## config.mk

```make
export PLATFORM = sky130hd
export DESIGN_NAME = tmr2_timer
export DESIGN_NICKNAME = d
export VERILOG_FILES = /design/src/core/tmr2_pkg.sv /design/src/core/tmr2_prescaler.sv /design/src/core/tmr2_timer.sv
export SDC_FILE = /design/constraint.sdc
export NUM_CORES = 1
export LEC_CHECK = 0
export BUFFER_PORTS_ARGS = -buffer_cell sky130_fd_sc_hd__clkbuf_2
export CAP_MARGIN = 20
export CORE_ASPECT_RATIO = 1.1
export CORE_MARGIN = 2
export CORE_UTILIZATION = 55
export CTS_CLUSTER_DIAMETER = 200
export DETAILED_ROUTE_END_ITERATION = 16
export GPL_ROUTABILITY_DRIVEN = 0
export PLACE_DENSITY = 0.79
export SYNTH_ARGS = -nofsm -noshare
export SYNTH_HDL_FRONTEND = slang
export SYNTH_SLANG_ARGS = --single-unit
```

## constraint.sdc

```tcl
create_clock -name sys_clk -period 2.8 [get_ports sys_clk]
set_input_delay 0.56 -clock sys_clk [delete_from_list [all_inputs] [get_ports sys_clk]]
set_output_delay 0.56 -clock sys_clk [all_outputs]
set_load 0.02 [all_outputs]
```

## src/core/tmr2_pkg.sv

```systemverilog
// Package of register map, field layout and mode codes for timer two
package tmr2_pkg;

  // Data-space offsets (load/store access)
  localparam logic [7:0] TMR2_OFS_FLAGS    = 8'h37;
  localparam logic [7:0] TMR2_OFS_MASK     = 8'h70;
  localparam logic [7:0] TMR2_OFS_CTRL1    = 8'hb0;
  localparam logic [7:0] TMR2_OFS_CTRL2    = 8'hb1;
  localparam logic [7:0] TMR2_OFS_COUNT    = 8'hb2;
  localparam logic [7:0] TMR2_OFS_CMP_A    = 8'hb3;
  localparam logic [7:0] TMR2_OFS_CMP_B    = 8'hb4;
  // I/O-space offset reduction for the dedicated I/O instructions
  localparam logic [7:0] TMR2_IO_SHIFT     = 8'h20;

  // Reset values
  localparam logic [7:0] TMR2_RST_BYTE     = 8'h00;

  // Field positions in the second control register
  localparam int TMR2_BIT_FORCE_A          = 7;
  localparam int TMR2_BIT_FORCE_B          = 6;
  localparam int TMR2_BIT_WAVE_HIGH        = 3;
  // Field positions in the first control register
  localparam int TMR2_POS_MODE_A           = 6;
  localparam int TMR2_POS_MODE_B           = 4;
  // Flag and mask bit positions
  localparam int TMR2_BIT_OVF              = 0;
  localparam int TMR2_BIT_MATCH_A          = 1;
  localparam int TMR2_BIT_MATCH_B          = 2;

  // Counter limits
  localparam logic [7:0] TMR2_BOTTOM       = 8'h00;
  localparam logic [7:0] TMR2_MAX          = 8'hff;

  // Prescaler taps (divide ratio minus one, on a 10-bit prescaler)
  localparam logic [9:0] TMR2_DIV8_M1      = 10'h007;
  localparam logic [9:0] TMR2_DIV32_M1     = 10'h01f;
  localparam logic [9:0] TMR2_DIV64_M1     = 10'h03f;
  localparam logic [9:0] TMR2_DIV128_M1    = 10'h07f;
  localparam logic [9:0] TMR2_DIV256_M1    = 10'h0ff;
  localparam logic [9:0] TMR2_DIV1024_M1   = 10'h3ff;

  // Waveform mode codes {high bit, low bits}
  localparam logic [2:0] TMR2_WM_NORMAL    = 3'h0;
  localparam logic [2:0] TMR2_WM_PC_FF     = 3'h1;
  localparam logic [2:0] TMR2_WM_CLR_MATCH = 3'h2;
  localparam logic [2:0] TMR2_WM_FAST_FF   = 3'h3;
  localparam logic [2:0] TMR2_WM_PC_A      = 3'h5;
  localparam logic [2:0] TMR2_WM_FAST_A    = 3'h7;

  // Compare output mode codes
  localparam logic [1:0] TMR2_COM_OFF      = 2'h0;
  localparam logic [1:0] TMR2_COM_TOGGLE   = 2'h1;
  localparam logic [1:0] TMR2_COM_CLEAR    = 2'h2;
  localparam logic [1:0] TMR2_COM_SET      = 2'h3;

  // Count direction for phase-correct modes
  typedef enum logic {TMR2_UP, TMR2_DOWN} tmr2_dir_t;

endpackage : tmr2_pkg

```

## src/core/tmr2_prescaler.sv

```systemverilog
// Prescaler producing one-cycle count enables from the I/O clock
`timescale 1ns/1ps
module tmr2_prescaler
  import tmr2_pkg::*;
#(
  parameter int PRE_W = 10                 // Prescaler width
)(
  // Clock and reset
  input  wire logic       sys_clk,
  input  wire logic       rst,
  // Control
  input  wire logic [2:0] clock_select_field,
  // Count enable
  output logic            count_tick
);

  typedef struct packed {
    logic [PRE_W-1:0] cnt;                 // Free-running divider
  } tmr2_pre_state_t;

  tmr2_pre_state_t st_ff;                  // Registered state
  tmr2_pre_state_t nxt_st;                 // Next state
  logic [PRE_W-1:0] tap_mask;              // Low bits that must all be one

  ////////////////////////////////////////////////////////////////////////
  // Tap selection; one pulse each time the low bits wrap
  always_comb
  begin
    nxt_st     = st_ff;
    nxt_st.cnt = st_ff.cnt + 1'b1;
    case (clock_select_field)              // RQ7
      3'h2:    tap_mask = TMR2_DIV8_M1;
      3'h3:    tap_mask = TMR2_DIV32_M1;
      3'h4:    tap_mask = TMR2_DIV64_M1;
      3'h5:    tap_mask = TMR2_DIV128_M1;
      3'h6:    tap_mask = TMR2_DIV256_M1;
      3'h7:    tap_mask = TMR2_DIV1024_M1;
      default: tap_mask = '0;
    endcase
    // Stopped when no source is selected; divide by one ticks every edge
    count_tick = (clock_select_field != 3'h0) &&
                 ((st_ff.cnt & tap_mask) == tap_mask); // RQ20
  end

  ////////////////////////////////////////////////////////////////////////
  // State register
  always_ff @(posedge sys_clk)
  begin
    if (rst)
      st_ff <= '0;
    else
      st_ff <= nxt_st;
  end

endmodule : tmr2_prescaler

```

## src/core/tmr2_timer.sv

```systemverilog
// Timer two: counter, compare channels, force strobes and irq flags
//
// Summary of operation
// RQ1 - Force bits act only in non-PWM modes
// RQ2 - Software writes force zero in PWM modes
// RQ3 - Force strobe forces match on channel output
// RQ4 - Force is a strobe using current mode
// RQ5 - Forced match sets no flag, no clear
// RQ6 - Force bits always read as zero
// RQ7 - Clock select: stop or divide 1..1024
// RQ8 - Counter register readable and writable directly
// RQ9 - Counter write blocks match next tick
// RQ10 - Skipped matches after counter write are lost
// RQ11 - Compare registers matched continuously against counter
// RQ12 - Match irq needs mask, global, flag
// RQ13 - Overflow irq needs mask, global, flag
// RQ14 - Channel B flag set on B match
// RQ15 - Vector execution clears channel B flag
// RQ16 - Write one clears B flag, zero keeps
// RQ17 - Flag register also decodes at 0x17
// RQ18 - Overflow at max, or bottom turn-around; mode 7 sets the overflow flag at top (compare A) instead
// RQ19 - Mode bits select four modes, two tops
// RQ20 - Counter advances only on prescaler enables
`timescale 1ns/1ps
module tmr2_timer
  import tmr2_pkg::*;
#(
  parameter int CNT_W = 8                  // Counter width
)(
  // Clock and reset
  input  wire logic             sys_clk,
  input  wire logic             rst,
  // Register port: data-space load/store and I/O-instruction access
  input  wire logic [7:0]       reg_addr,
  input  wire logic             reg_io_space,
  input  wire logic             reg_wr,
  input  wire logic             reg_rd,
  input  wire logic [7:0]       reg_wdata,
  output logic      [7:0]       reg_rdata,
  output logic                  reg_hit,
  // Processor side
  input  wire logic             cpu_status_word_i,
  input  wire logic [2:0]       vector_ack,
  output logic      [2:0]       irq_req,
  // Waveform outputs
  output logic                  wave_out_a,
  output logic                  wave_out_b
);

  ////////////////////////////////////////////////////////////////////////
  // State
  typedef struct packed {
    logic [1:0]       output_mode_chan_a;  // Channel A output mode
    logic [1:0]       output_mode_chan_b;  // Channel B output mode
    logic [1:0]       wave_mode_low_bits;  // Low mode bits
    logic             wave_mode_high_bit;  // High mode bit
    logic [2:0]       clock_select_field;  // Prescaler choice
    logic [CNT_W-1:0] count;               // Counter value
    logic [CNT_W-1:0] cmp_a;               // Compare value A
    logic [CNT_W-1:0] cmp_b;               // Compare value B
    logic [2:0]       mask;                // Irq mask bits
    logic [2:0]       flags;               // Irq flags
    logic             blk_match;           // Match blocked for next tick
    tmr2_dir_t        dir;                 // Phase-correct direction
    logic             out_a;               // Waveform A level
    logic             out_b;               // Waveform B level
    logic [7:0]       rdata;               // Read data register
  } tmr2_state_t;

  tmr2_state_t st_ff;                      // Registered state
  tmr2_state_t nxt_st;                     // Next state

  logic             tick;                  // Count enable
  logic [2:0]       wmode;                 // Full waveform mode
  logic             pwm;                   // Any PWM mode
  logic             pc_mode;               // Phase-correct mode
  logic             fast_mode;             // Fast PWM mode
  logic [CNT_W-1:0] top;                   // Current top value
  logic [7:0]       eff_addr;              // Data-space equivalent address
  logic             wr_count;              // Counter write this cycle
  logic             hit_a;                 // Real match channel A
  logic             hit_b;                 // Real match channel B
  logic             frc_a;                 // Forced match channel A
  logic             frc_b;                 // Forced match channel B
  logic [2:0]       set_f;                 // Flag set events
  logic [2:0]       clr_f;                 // Flag clear events
  logic [CNT_W-1:0] cnt_next;              // Counter after a tick

  ////////////////////////////////////////////////////////////////////////
  // Prescaler
  tmr2_prescaler u_pre (
    .sys_clk            (sys_clk),
    .rst                (rst),
    .clock_select_field (st_ff.clock_select_field),
    .count_tick         (tick)
  );

  ////////////////////////////////////////////////////////////////////////
  // Output-mode action on a match; used for real and forced matches
  function automatic logic apply_mode(input logic [1:0] md,
                                      input logic       lvl,
                                      input logic       down);
    logic r;
    r = lvl;
    case (md)
      TMR2_COM_TOGGLE: r = ~lvl;
      TMR2_COM_CLEAR:  r = down;
      TMR2_COM_SET:    r = ~down;
      default:         r = lvl;
    endcase
    return r;
  endfunction : apply_mode

  ////////////////////////////////////////////////////////////////////////
  // Mode decode, address decode and next state
  always_comb
  begin
    nxt_st    = st_ff;
    wmode     = {st_ff.wave_mode_high_bit, st_ff.wave_mode_low_bits};
    // Mode 3 and 7 fast, 1 and 5 phase-correct
    fast_mode = (wmode == TMR2_WM_FAST_FF) || (wmode == TMR2_WM_FAST_A);
    pc_mode   = (wmode == TMR2_WM_PC_FF) || (wmode == TMR2_WM_PC_A); // RQ19
    pwm       = fast_mode || pc_mode;
    top       = ((wmode == TMR2_WM_CLR_MATCH) || (wmode == TMR2_WM_PC_A) ||
                 (wmode == TMR2_WM_FAST_A)) ? st_ff.cmp_a : TMR2_MAX; // RQ19
    // I/O instructions address the flag register 0x20 lower
    eff_addr  = reg_io_space ? (reg_addr + TMR2_IO_SHIFT) : reg_addr; // RQ17
    reg_hit   = (eff_addr == TMR2_OFS_FLAGS) ||
                (!reg_io_space && ((eff_addr == TMR2_OFS_MASK) ||
                 ((eff_addr >= TMR2_OFS_CTRL1) &&
                  (eff_addr <= TMR2_OFS_CMP_B))));
    wr_count  = reg_wr && reg_hit && (eff_addr == TMR2_OFS_COUNT);
    // Strobes only exist in non-PWM modes
    frc_a = reg_wr && reg_hit && (eff_addr == TMR2_OFS_CTRL2) &&
            reg_wdata[TMR2_BIT_FORCE_A] && !pwm; // RQ1
    frc_b = reg_wr && reg_hit && (eff_addr == TMR2_OFS_CTRL2) &&
            reg_wdata[TMR2_BIT_FORCE_B] && !pwm; // RQ1
    // Compare is continuous but only acts on a tick and not when blocked
    hit_a = tick && !st_ff.blk_match && (st_ff.count == st_ff.cmp_a); // RQ11
    hit_b = tick && !st_ff.blk_match && (st_ff.count == st_ff.cmp_b); // RQ11
    set_f = '0;
    set_f[TMR2_BIT_MATCH_A] = hit_a;       // RQ18
    set_f[TMR2_BIT_MATCH_B] = hit_b;       // RQ14
    // Next count and overflow
    cnt_next = st_ff.count;
    if (pc_mode)
    begin
      if (st_ff.dir == TMR2_UP)
        cnt_next = (st_ff.count == top) ? st_ff.count - 1'b1
                                        : st_ff.count + 1'b1;
      else
        cnt_next = (st_ff.count == TMR2_BOTTOM) ? st_ff.count + 1'b1
                                                : st_ff.count - 1'b1;
      // Overflow when turning round at bottom
      set_f[TMR2_BIT_OVF] = tick && (st_ff.dir == TMR2_DOWN) &&
                            (st_ff.count == TMR2_BOTTOM); // RQ18
    end
    else
    begin
      cnt_next = (st_ff.count == top) ? TMR2_BOTTOM : st_ff.count + 1'b1;
      // Mode 7 flags at top, others at max
      set_f[TMR2_BIT_OVF] = tick && (wmode == TMR2_WM_FAST_A ?
                            (st_ff.count == top) :
                            (st_ff.count == TMR2_MAX)); // RQ18
    end
    if (tick)
    begin
      nxt_st.count     = cnt_next;         // RQ20
      nxt_st.blk_match = 1'b0;
      if (pc_mode && (st_ff.count == top))
        nxt_st.dir = TMR2_DOWN;
      else if (pc_mode && (st_ff.count == TMR2_BOTTOM))
        nxt_st.dir = TMR2_UP;
    end
    // Waveform A: real matches, fast-PWM bottom, forced strobes
    if (hit_a)
      nxt_st.out_a = apply_mode(st_ff.output_mode_chan_a, st_ff.out_a,
                                pc_mode && (st_ff.dir == TMR2_DOWN));
    else if (frc_a)
      nxt_st.out_a = apply_mode(st_ff.output_mode_chan_a, st_ff.out_a,
                                1'b0);  // RQ3 RQ4
    if (fast_mode && tick && (cnt_next == TMR2_BOTTOM) &&
        st_ff.output_mode_chan_a[1])
      nxt_st.out_a = ~st_ff.output_mode_chan_a[0];
    // Waveform B follows the same scheme
    if (hit_b)
      nxt_st.out_b = apply_mode(st_ff.output_mode_chan_b, st_ff.out_b,
                                pc_mode && (st_ff.dir == TMR2_DOWN));
    else if (frc_b)
      nxt_st.out_b = apply_mode(st_ff.output_mode_chan_b, st_ff.out_b,
                                1'b0);  // RQ3 RQ4
    if (fast_mode && tick && (cnt_next == TMR2_BOTTOM) &&
        st_ff.output_mode_chan_b[1])
      nxt_st.out_b = ~st_ff.output_mode_chan_b[0];
    // Forced strobes touch neither flags nor counter: frc_* feed no set_f
    // and the counter only clears through a real top match      // RQ5
    // Flag clears from write-one or vector execution
    clr_f = vector_ack;                    // RQ15
    if (reg_wr && reg_hit && (eff_addr == TMR2_OFS_FLAGS))
      clr_f = clr_f | reg_wdata[2:0];      // RQ16
    // A set arriving with its clear wins
    nxt_st.flags = (st_ff.flags & ~clr_f) | set_f;
    // Register writes
    if (reg_wr && reg_hit)
    begin
      case (eff_addr)
        TMR2_OFS_MASK:  nxt_st.mask = reg_wdata[2:0];
        TMR2_OFS_CTRL1:
        begin
          nxt_st.output_mode_chan_a = reg_wdata[TMR2_POS_MODE_A +: 2];
          nxt_st.output_mode_chan_b = reg_wdata[TMR2_POS_MODE_B +: 2];
          nxt_st.wave_mode_low_bits = reg_wdata[1:0];
        end
        TMR2_OFS_CTRL2:
        begin
          nxt_st.wave_mode_high_bit = reg_wdata[TMR2_BIT_WAVE_HIGH];
          nxt_st.clock_select_field = reg_wdata[2:0]; // RQ7
        end
        TMR2_OFS_COUNT:
        begin
          // Write overrides the tick; missed matches are not replayed
          nxt_st.count     = reg_wdata;    // RQ8 RQ10
          nxt_st.blk_match = wr_count;     // RQ9
          nxt_st.dir       = st_ff.dir;
        end
        TMR2_OFS_CMP_A: nxt_st.cmp_a = reg_wdata;
        TMR2_OFS_CMP_B: nxt_st.cmp_b = reg_wdata;
        default:        nxt_st.rdata = st_ff.rdata;
      endcase
    end
    // Read data, registered one cycle after the request
    if (reg_rd && reg_hit)
    begin
      case (eff_addr)
        TMR2_OFS_FLAGS: nxt_st.rdata = {5'h00, st_ff.flags};
        TMR2_OFS_MASK:  nxt_st.rdata = {5'h00, st_ff.mask};
        TMR2_OFS_CTRL1: nxt_st.rdata = {st_ff.output_mode_chan_a,
                                        st_ff.output_mode_chan_b, 2'h0,
                                        st_ff.wave_mode_low_bits};
        // Force bits never read back
        TMR2_OFS_CTRL2: nxt_st.rdata = {4'h0, st_ff.wave_mode_high_bit,
                                        st_ff.clock_select_field}; // RQ6
        TMR2_OFS_COUNT: nxt_st.rdata = st_ff.count;
        TMR2_OFS_CMP_A: nxt_st.rdata = st_ff.cmp_a;
        TMR2_OFS_CMP_B: nxt_st.rdata = st_ff.cmp_b;
        default:        nxt_st.rdata = TMR2_RST_BYTE;
      endcase
    end
    else if (reg_rd)
      nxt_st.rdata = TMR2_RST_BYTE;
  end

  ////////////////////////////////////////////////////////////////////////
  // State register
  always_ff @(posedge sys_clk)
  begin
    if (rst)
      st_ff <= '0;
    else
      st_ff <= nxt_st;
  end

  ////////////////////////////////////////////////////////////////////////
  // Outputs; irq needs global enable, mask and flag together
  assign irq_req    = st_ff.flags & st_ff.mask &
                      {3{cpu_status_word_i}}; // RQ12 RQ13
  assign reg_rdata  = st_ff.rdata;
  assign wave_out_a = st_ff.out_a;
  assign wave_out_b = st_ff.out_b;

endmodule : tmr2_timer

```

* Word-level counts from Yosys, hierarchy flattened
Index checks and enable logic that the tools add are counted.
Storage, ports and cells: flip-flop bits (word level) 62, latch bits 0, RAM bits 0, ROM bits 0, input bits 25, output and inout port bits 14, word-level logic and storage cells 149, memories 0
Operators by class: $add $sub $neg 4, $mul 0, divide/modulo/power cells 0, magnitude comparators 2, equal/unequal tests 30, shift-type cells 0, mux-type cells 35, bitwise logic cells 12, reduce and logical (&&, ||, !) cells 50
Operators by type and width (number):
- 2-to-1 mux 8 bit | 13
- case mux 10 bit (6 select lines) | 1
- case mux 8 bit (7 select lines) | 1
- == test 8 bit (second input constant) | 6
- 2-to-1 mux 27 bit | 1
- logical AND 1 bit | 25
- == test 8 bit | 3
- == test 3 bit (second input constant) | 6
- logical NOT 8 bit | 2
- AND reduction 2 bit | 7
- == test 3 x 2 -> 1 bit (second input constant) | 4
- case mux 1 bit (3 select lines) | 4
- adder 10 x 1 -> 10 bit (second input constant) | 1
- bitwise AND 10 bit | 1
- == test 10 bit | 1
- 2-to-1 mux 1 bit | 10
- bitwise AND 3 bit | 3
- nonzero test 3 bit | 3
- adder 8 x 1 -> 8 bit (second input constant) | 1
- adder 8 x 6 -> 8 bit (second input constant) | 1
- == test 2 bit (second input constant) | 4
- == test 8 x 6 -> 1 bit (second input constant) | 1
- == test 8 x 7 -> 1 bit (second input constant) | 1
- >= comparator 8 bit (second input constant) | 1
- 14 further kinds | 32

* Logic depth before layout (Yosys ltp)
Gate-level depths: netlist of the first run.
word-level depth 14, mapped depth 12, depth with buffers taken out 10

* By module
From an unflattened synthesis of the first run, not the netlist that was laid out.
Second synthesis, totals: cell total of the unflattened synthesis 519, area total of the unflattened synthesis 4047.6 sq um
Modules (own cells, without submodules):
- tmr2_timer | times used 1, cells an instance 467, area each 3557.2 sq um, seq. area each 1041.0 sq um
- tmr2_prescaler | times used 1, cells an instance 52, area each 490.5 sq um, seq. area each 200.2 sq um

* Worst setup path after synthesis of the first run
OpenSTA, ideal clock, no wires.
kind in2reg, start in reg_addr[5], end reg st_ff[46] (netlist bit), setup time 128 ps, arrival time 2478 ps, required time 2672 ps, setup slack 194 ps, cell stages on the path 10, path buffers 1, cell sequence ha_1 > nand2_1 > xor2_1 > mux2i_1 > o22ai_2 > buf_4 > nand3_2 > nor3_2 > mux2i_1 > nor2_1
Between the ends: word-level cells in the longest chain between the ends 9, elaborated cells on any way between the ends 13, those cells by class add/sub: 1; order compare: 2; eq/ne: 3; mux: 1; reduce/logical: 6
Ends and longest elaborated chain:
- start, declared | RTL line tmr2_timer.sv:34 | input wire logic [7:0] reg_addr,
- adder 8 x 6 -> 8 bit | RTL line tmr2_timer.sv:127 | eff_addr = reg_io_space ? (reg_addr + TMR2_IO_SHIFT) : reg_addr;
- 2-to-1 mux 8 bit (*) | RTL line tmr2_timer.sv:127
- >= comparator 8 bit / less-or-equal comparator 8 bit (equally long branches) | RTL line tmr2_timer.sv:130, tmr2_timer.sv:131
- logical AND 1 bit | RTL line tmr2_timer.sv:130 | ((eff_addr >= TMR2_OFS_CTRL1) &&
- logical OR 1 bit | RTL line tmr2_timer.sv:129 | (!reg_io_space && ((eff_addr == TMR2_OFS_MASK) ||
- logical AND 1 bit | RTL line tmr2_timer.sv:129
- logical OR 1 bit (*) | RTL line tmr2_timer.sv:128 | reg_hit = (eff_addr == TMR2_OFS_FLAGS) ||
- net reg_hit | RTL line tmr2_timer.sv:40 | output logic reg_hit,
- logical AND 1 bit (*) | RTL line tmr2_timer.sv:204 | if (reg_wr && reg_hit)
- AND reduction 2 bit (no line) (*)
- end signal, assigned | RTL line tmr2_timer.sv:260 | st_ff <= nxt_st;
- end, declared | RTL line tmr2_timer.sv:70 | tmr2_state_t st_ff;
The timed path passes the listed nets; every way through them passes the cells marked *. A chain may end at the register's enable or synchronous reset.

* Worst setup path after layout of the first run
start in reg_addr[5], end out reg_hit
Between the ends: word-level cells in the longest chain between the ends 7, elaborated cells on any way between the ends 10, those cells by class add/sub: 1; order compare: 2; eq/ne: 2; mux: 1; reduce/logical: 4
Ends and longest elaborated chain (RTL line):
- adder 8 x 6 -> 8 bit | tmr2_timer.sv:127
- 2-to-1 mux 8 bit (*) | tmr2_timer.sv:127
- >= comparator 8 bit / less-or-equal comparator 8 bit (equally long branches) | tmr2_timer.sv:130, tmr2_timer.sv:131
- logical AND 1 bit | tmr2_timer.sv:130
- logical OR 1 bit | tmr2_timer.sv:129
- logical AND 1 bit | tmr2_timer.sv:129
- logical OR 1 bit (*) | tmr2_timer.sv:128
- end, declared | tmr2_timer.sv:40
Mark *: on every way between the ends. The rest lies on a longest branch, timed or not.

==> flow_summary.toml, run 1 <==
[run_status]
outcome = "complete, no violations"

[sta]
min_period_ns = 2.62
rsz0062_at_grt = "false"
fin_crit_sh_pct = 93.7
hold_ws_ns = 0.460
worstMarginPinSlew_ns = 0.509
fin_skew_ns = 0.0143
maxSlewViolCount = 0
fin_ws_ns = 0.178
finalSetupTns_ns = 0
setup_violations = 0
fmax_ghz = 0.381
hold_viol = 0
relSlewSlack_pct = 66.1

[critical_path]
slowest_delay_ns = 0.28
r2r_end = "wave_out_a$_SDFFE_PP0P_"
crit_end = "reg_hit"
critPathKind = "input port to primary output"
r2r_start = "st_ff[34]$_SDFF_PP0_"
arrival_ns = 2.06
crit_start = "reg_addr[5]"
cp_cell_sequence = "clkbuf_2, ha_1, mux2i_1, buf_4, nor3_1, mux2i_1, o22ai_2, buf_4, clkbuf_2"
slowest_stage = "ha_1"
ff2ff_path_depth = 11
r2r_slack_ns = 0.18
path_max_fanout = 4
start_kind = "input port"
required_ns = 2.24
end_kind = "primary output"

[synth]
syn_area_sq_um = 4000
ys_seq_area_share_pct = 31.0
avgSynthCellArea_sq_um = 8.23
ys_warn_count = 0
ys_async_sr_fraction_pct = 0
synth_seq_cells = 62
synth_ff_type = "dfxtp_1"
syn_nets = 515
synth_edf_count = 0
synthCells = 486
synthDistinctLibCells = 74

[power_and_ir_drop]
p_per_area_nw_per_um2 = 383
worst_ir_drop_vdd_v = 0.000262
p_leak_nw = 1.84

[routing]
via_per_inst = 6.28
num_vias = 3950
drc_errors = 0
firstDrtPassIters = 5
ant_nets = 0
drt-wirelength-per-cell_um = 17.7
drt_iter0_markers = 325
finalWirelength_mm = 11.1

[global_route]
grt_pass1_vias = 3700
grt_pass1_wl_mm = 17.9
grt_start_max_net_pins = 28
gr-total-overflow = 0
grt_use_total_pct = 28.3
antenna_found_initial = 0

[clocking]
cts_buffer_depth = 2
ctsRootBufferMaster = "clkbuf_8"
insertion_delay_ns = 0.36
clock-sinks = 62
cts.clk_slew.worst_paths_ns = 0.08
numCtsBuffers = 9
cts_tree = "built"
hold_buffers = 0
ctsHtreeMaxLevel = 3

[placement]
placed_area_sq_um = 4380
post-dp-hpwl_mm = 8.32
dp_slack_ns = -0.0163
portBuffers = 38

[floorplanning]
die_y_um = 93.4
die_area_sq_um = 7970
io-pin-count = 39
die_x_um = 85.3
start_util_pct = 56.7
core-area_sq_um = 7050
rows = 32

[worst_hold_path]
min_path_type = "register to register"

[cells_and_area]
nets = 568
drive_gt1_share_pct = 21.3
mostFrequentLayoutCells = "nor2_1 (66), dfxtp_1 (61), mux2i_1 (39), clkbuf_2 (38), buf_4 (37)"
final_common_cell = "nor2_1"
fin_area_sq_um = 4600
num_antenna_cells = 0
area_growth_pct = 14.9
n_fill_cell = 602

[run]
cap_viol_max_count = 0
[layer usage]
layer / part of all wire, % / vias to the layer above / global-route usage [%]
li1: - / 1857 / -
met1: 42 / 1899 / 34.6
met2: 49 / 164 / 48.6
met3: 6.0 / 30 / 4.24
met4: 2.6 / 0 / 13.0
met5: 0 / - / 0
[synthesized netlist by cell type, types with 3 or more instances]
cell type  number  share of area (%)
nand2_1        28                2.6
xnor2_1         9                2.0
a21oi_1        24                3.0
or3_1           5               0.78
nand4_1         9                1.4
mux2i_1        39                9.8
xor2_1         14                3.1
nor4_1          4               0.63
nand2b_1        9                1.4
nand3b_1        3               0.56
buf_4          10                1.9
clkbuf_1       14                1.3
nor3_1         12                1.5
and2_1          4               0.63
ha_1            4                1.3
nor2_1         66                6.2
a211oi_1        3               0.56
and4_1          3               0.66
inv_1          16                1.5
a221oi_1        3               0.66
a21boi_0        3               0.56
dfxtp_1        62                 31
o21ai_1         3               0.38
and3_1         12                1.9
nor2b_1        13                2.0
o211ai_1        5               0.94
o22ai_1         7                1.1
a31oi_1         5               0.78
a22o_1          6                1.3
buf_2           5               0.63
o21ai_0         9                1.1
nand3_1        18                2.3
a22oi_1         5               0.94
[power by group]
part	internal (W)	switching [W]
sequential	0.000885	0.00000339
combinational	0.0000400	0.0000696
clock	0.000337	0.000424
total	0.00126	0.000497
[layout make-up]
class | instances | area (sq um) | share of cell area [%]
clock buffers | 9 | 124 | 2.70
well taps | 85 | 106 | 2.31
flip-flops and latches | 62 | 1240 | 27.0
multi-input cells | 374 | 2530 | 55.0
inverters | 17 | 66.3 | 1.44
clock inverters | 7 | 61.3 | 1.33
repair buffers | 75 | 468 | 10.2
[flip-flops by register name, indices dropped and copies added (netlist names)]
| name | flops |
|---|---|
| st_ff | 42 |
| u_pre.st_ff | 10 |
| reg_rdata | 8 |
| wave_out_a | 1 |
| wave_out_b | 1 |
[metrics by stage]
step	cells	power (W)	utilization, %
global route	629	0.00181	65.2
finish	629	0.00176	65.2
detailed placement	612	0.00101	62.2
floorplan	486	0.000963	-
global placement	612	0.00101	62.2
CTS	628	0.00176	64.8
[repair_timing]
action                     4_1_cts  5_1_grt
setup endpoints to repair        0        3
setup buffers                    0        1
resized for setup                0        4
[how the worst min path moves through the flow]
stage / to / slack, ns / from / cells after the start
final: reg_rdata[5]$_SDFFE_PP0P_ / 0.46 / reg_rdata[5]$_SDFFE_PP0P_ / 2
after global routing: st_ff[13]$_SDFF_PP0_ / 0.48 / vector_ack[1] / 3
after CTS: reg_rdata[5]$_SDFFE_PP0P_ / 0.46 / reg_rdata[5]$_SDFFE_PP0P_ / 2
after detailed placement: reg_rdata[5]$_SDFFE_PP0P_ / 0.45 / reg_rdata[5]$_SDFFE_PP0P_ / 2
after global placement: u_pre.st_ff[0]$_SDFF_PP0_ / 0.44 / u_pre.st_ff[0]$_SDFF_PP0_ / 1
after floorplan: u_pre.st_ff[0]$_SDFF_PP0_ / 0.43 / u_pre.st_ff[0]$_SDFF_PP0_ / 1
[cells by family after synthesis]
family	Yosys count	synth area share (%)
flip-flops	62	31.0
AO/OA/AOI/OAI	100	18.1
adder cells (fa/ha/maj)	4	1.25
multiplexers	42	11.2
XOR/XNOR	23	5.04
buffers and inverters	50	6.23
AND/OR/NAND/NOR	205	27.2
[worst max-delay path: cells and delay by family]
| family | cells | cell delay (ns) |
|---|---|---|
| adders and majority gates | 1 | 0.28 |
| buffers and inverters | 4 | 0.59 |
| and+or+nand+nor | 1 | 0.21 |
| muxes | 2 | 0.22 |
| AOI/OAI and AO/OA | 1 | 0.20 |
Power figures use the tool's default switching activity.
==> run 2: changes to the inputs <==
--- a/config.mk
+++ b/config.mk
@@ -16,4 +16,5 @@
 export PLACE_DENSITY = 0.79
 export SYNTH_ARGS = -nofsm -noshare
 export SYNTH_HDL_FRONTEND = slang
+export SYNTH_HIERARCHICAL = 1
 export SYNTH_SLANG_ARGS = --single-unit
==> flow_summary.toml, run 2 <==
[routing]
ant_nets = 0
wl_met3_um = 917
drc_errors = 5
drt_iter0_markers = 472
met1_length_mm = 5.04
firstDrtPassIters = 12
finalWirelength_mm = 12.0
num_vias = 4284
via_per_inst = 6.38
drt-wirelength-per-cell_um = 17.9
top_layer = "met4"
wl_met2_mm = 5.68

[sta]
relSlewSlack_pct = 63.9
hold_viol = 0
fin_skew_ns = 0.0148
worstMarginPinSlew_ns = 0.535
fin_crit_sh_pct = 97.5
fmax_ghz = 0.366
fin_ws_ns = 0.0687
min_period_ns = 2.73
setup_violations = 0
rsz0062_at_grt = "false"
maxSlewViolCount = 0

[power_and_ir_drop]
p_comb_share_pct = 6.8
worst_ir_drop_vdd_v = 0.000258
p_seq_share_pct = 51.0
p_int_w = 0.00126
p_sw_share_pct = 27.7
p_per_area_nw_per_um2 = 370
p_total_w = 0.00174
clkPwrFrac_pct = 42.1
switching_power_w = 0.000482
p_leak_nw = 1.84

[floorplanning]
start_util_pct = 57.1
die_area_sq_um = 8060
io-pin-count = 39
core-area_sq_um = 7090
die_y_um = 94.0
die_x_um = 85.8
rows = 32

[critical_path]
start_kind = "input port"
slowest_delay_ns = 0.44
cp_cell_sequence = "clkbuf_2, ha_1, mux2i_2, nand3_1, or3_4, nand2_1, buf_4, clkbuf_2"
cpLargestDelayFamily = "simple AND/OR/NAND/NOR gates"
path_max_fanout = 4
required_ns = 2.24
slowest_stage = "or3_4"
end_kind = "primary output"
cpMostUsedCell = "clkbuf_2"
ff2ff_path_depth = 8
cp.depth = 8
arrival_ns = 2.17
crit_buf_inv = 3
critPathKind = "input port to primary output"

[placement]
portBuffers = 38
post-dp-hpwl_mm = 8.87
dp_slack_ns = -0.159
placed_area_sq_um = 4500

[clocking]
cts.clk_slew.worst_paths_ns = 0.08
cts_tree = "built"
clock-sinks = 62
cts_buffer_depth = 2
numCtsBuffers = 9
hold_buffers = 0
ctsRootBufferMaster = "clkbuf_8"
insertion_delay_ns = 0.35
ctsHtreeMaxLevel = 3

[synth]
ys_warn_count = 6
synth.most_common_cell = "dfxtp_1"
yosys-top-cells-area = "dfxtp_1 (31%), mux2i_1 (7.2%), a21oi_1 (4.9%), nand2_1 (4.9%), nor2_1 (4.7%)"
yosys.area_share.simple_pct = 28.4
synthAdderAreaFrac_pct = 1.48
syn_nets = 548
synthDistinctLibCells = 63
synth_edf_count = 0
avgSynthCellArea_sq_um = 7.80
syn_area_sq_um = 4050
ys_async_sr_fraction_pct = 0
ys_seq_area_share_pct = 30.7
synth_compound_area_share_pct = 20.1
synth_xor_area_share_pct = 5.41
synthMuxAreaShare_pct = 7.45
synth_seq_cells = 62
synth.top_cell.area_share_pct = 30.7
synthCells = 519
yosys.area.top_type = "dfxtp_1"
synthTopCellsByCount = "dfxtp_1 (62), nand2_1 (53), nor2_1 (51)"
synth_ff_type = "dfxtp_1"
synth_top_family_by_area = "simple AND/OR/NAND/NOR gates"

[cells_and_area]
largest_reg_flops = 42
area_growth_pct = 16.4
drive_gt1_share_pct = 20.5
fin_area_sq_um = 4710
final_util_pct = 66.5
num_antenna_cells = 0
mostFrequentLayoutCells = "dfxtp_1 (62), nand2_1 (53), nor2_1 (51), buf_4 (50), a21oi_1 (40)"
nets = 610
final_common_cell = "dfxtp_1"
top_register = "st_ff"

[worst_hold_path]
min_path_type = "register to register"
holdPathStages = 2

[global_route]
gr-total-overflow = 0
grt_use_total_pct = 30.4
grt_pass1_vias = 3971
antenna_found_initial = 0
grt_start_max_net_pins = 28
grt_pass1_wl_mm = 19.1

[run]
cap_viol_max_count = 0

[run_status]
violations = "DRC"
outcome = "finished, violations left"
==> run 2: cell count changes in the layout (fill, tap and decap cells not counted), sizes merged, moves of 5 or more <==
cell	before	now
xnor2	9	19
xor2	14	6
a21oi	24	40
o22ai	9	2
o31ai	0	6
a22o	6	0
mux2i	39	29
a22oi	5	12
buf	37	50
nand2	28	53
nand3	20	25
nor4	5	12
o21ai	12	19
nor2	67	51
==> run 2: per-stage QoR <==
stage | TNS [ns] | hold WS [ns] | std cells
6_report | 0 | 0.477 | 671
5_1_grt | 0 | 0.494 | 671
4_1_cts | 0 | 0.475 | 668
3_5_place_dp | -1.21 | 0.464 | 652
3_3_place_gp | -0.0395 | 0.451 | 652
2_1_floorplan | 0 | 0.445 | 519
==> run 2: worst paths after layout <==
path / endpoint / from / slack [ns]
min reg2reg: st_ff[11]$_SDFF_PP0_ / st_ff[11]$_SDFF_PP0_ / 0.48
max: reg_hit / reg_addr[5] / 0.07
min: st_ff[11]$_SDFF_PP0_ / st_ff[11]$_SDFF_PP0_ / 0.48
max reg2reg: wave_out_b$_SDFFE_PP0P_ / st_ff[36]$_SDFF_PP0_ / 0.11
==> run 2: worst reg2reg max path, stage by stage, from the launching register on <==
cell,delay [ns]
dfxtp_1,0.42
or4_4,0.62
nor4_4,0.29
nor2_1,0.14
nand2_1,0.10
o31ai_1,0.07
or2_1,0.24
or4_4,0.54
a211oi_1,0.20
==> run 2: final cells by class <==
cell class	instances	area [sq um]
Clock buffer	9	124
Clock inverter	7	55.1
Fill cell	581	2380
Inverter	16	60.1
Multi-Input combinational cell	404	2560
Sequential cell	62	1240
Tap cell	85	106
Timing Repair Buffer	88	566
==> run 2: routing by layer <==
| metal | up-vias | GRT usage, % |
|---|---|---|
| met5 | - | 0 |
| met4 | 0 | 12.8 |
| met2 | 238 | 50.8 |
| li1 | 2009 | - |
| met3 | 29 | 5.98 |
| met1 | 2008 | 38.0 |
==> run 2: power groups by stage <==
| stage | Combinational [W] | Clock, W | Sequential, W |
|---|---|---|---|
| 6_report | 0.000119 | 0.000733 | 0.000889 |
| 4_1_cts | 0.000115 | 0.000739 | 0.000889 |
| 3_5_place_dp | 0.000115 | 0 | 0.000910 |
| 5_1_grt | 0.000129 | 0.000770 | 0.000890 |
| 3_3_place_gp | 0.000112 | 0 | 0.000910 |
| 2_1_floorplan | 0.0000530 | 0 | 0.000909 |
==> run 2: cells by family (layout without fill, tap and decap cells) <==
logic type / after synthesis / count (layout)
and+or+nand+nor: 221 / 221
AOI/OAI and AO/OA: 123 / 123
DFF: 62 / 62
buffers and inverters: 53 / 120
muxes: 30 / 30
xor gates and xnor gates: 25 / 25
adders and majority gates: 5 / 5
==> run 2: repair_timing <==
item | CTS | global route
endpoints found under the setup margin | 0 | 3
gates resized for setup | 0 | 3
setup buffers | 0 | 3
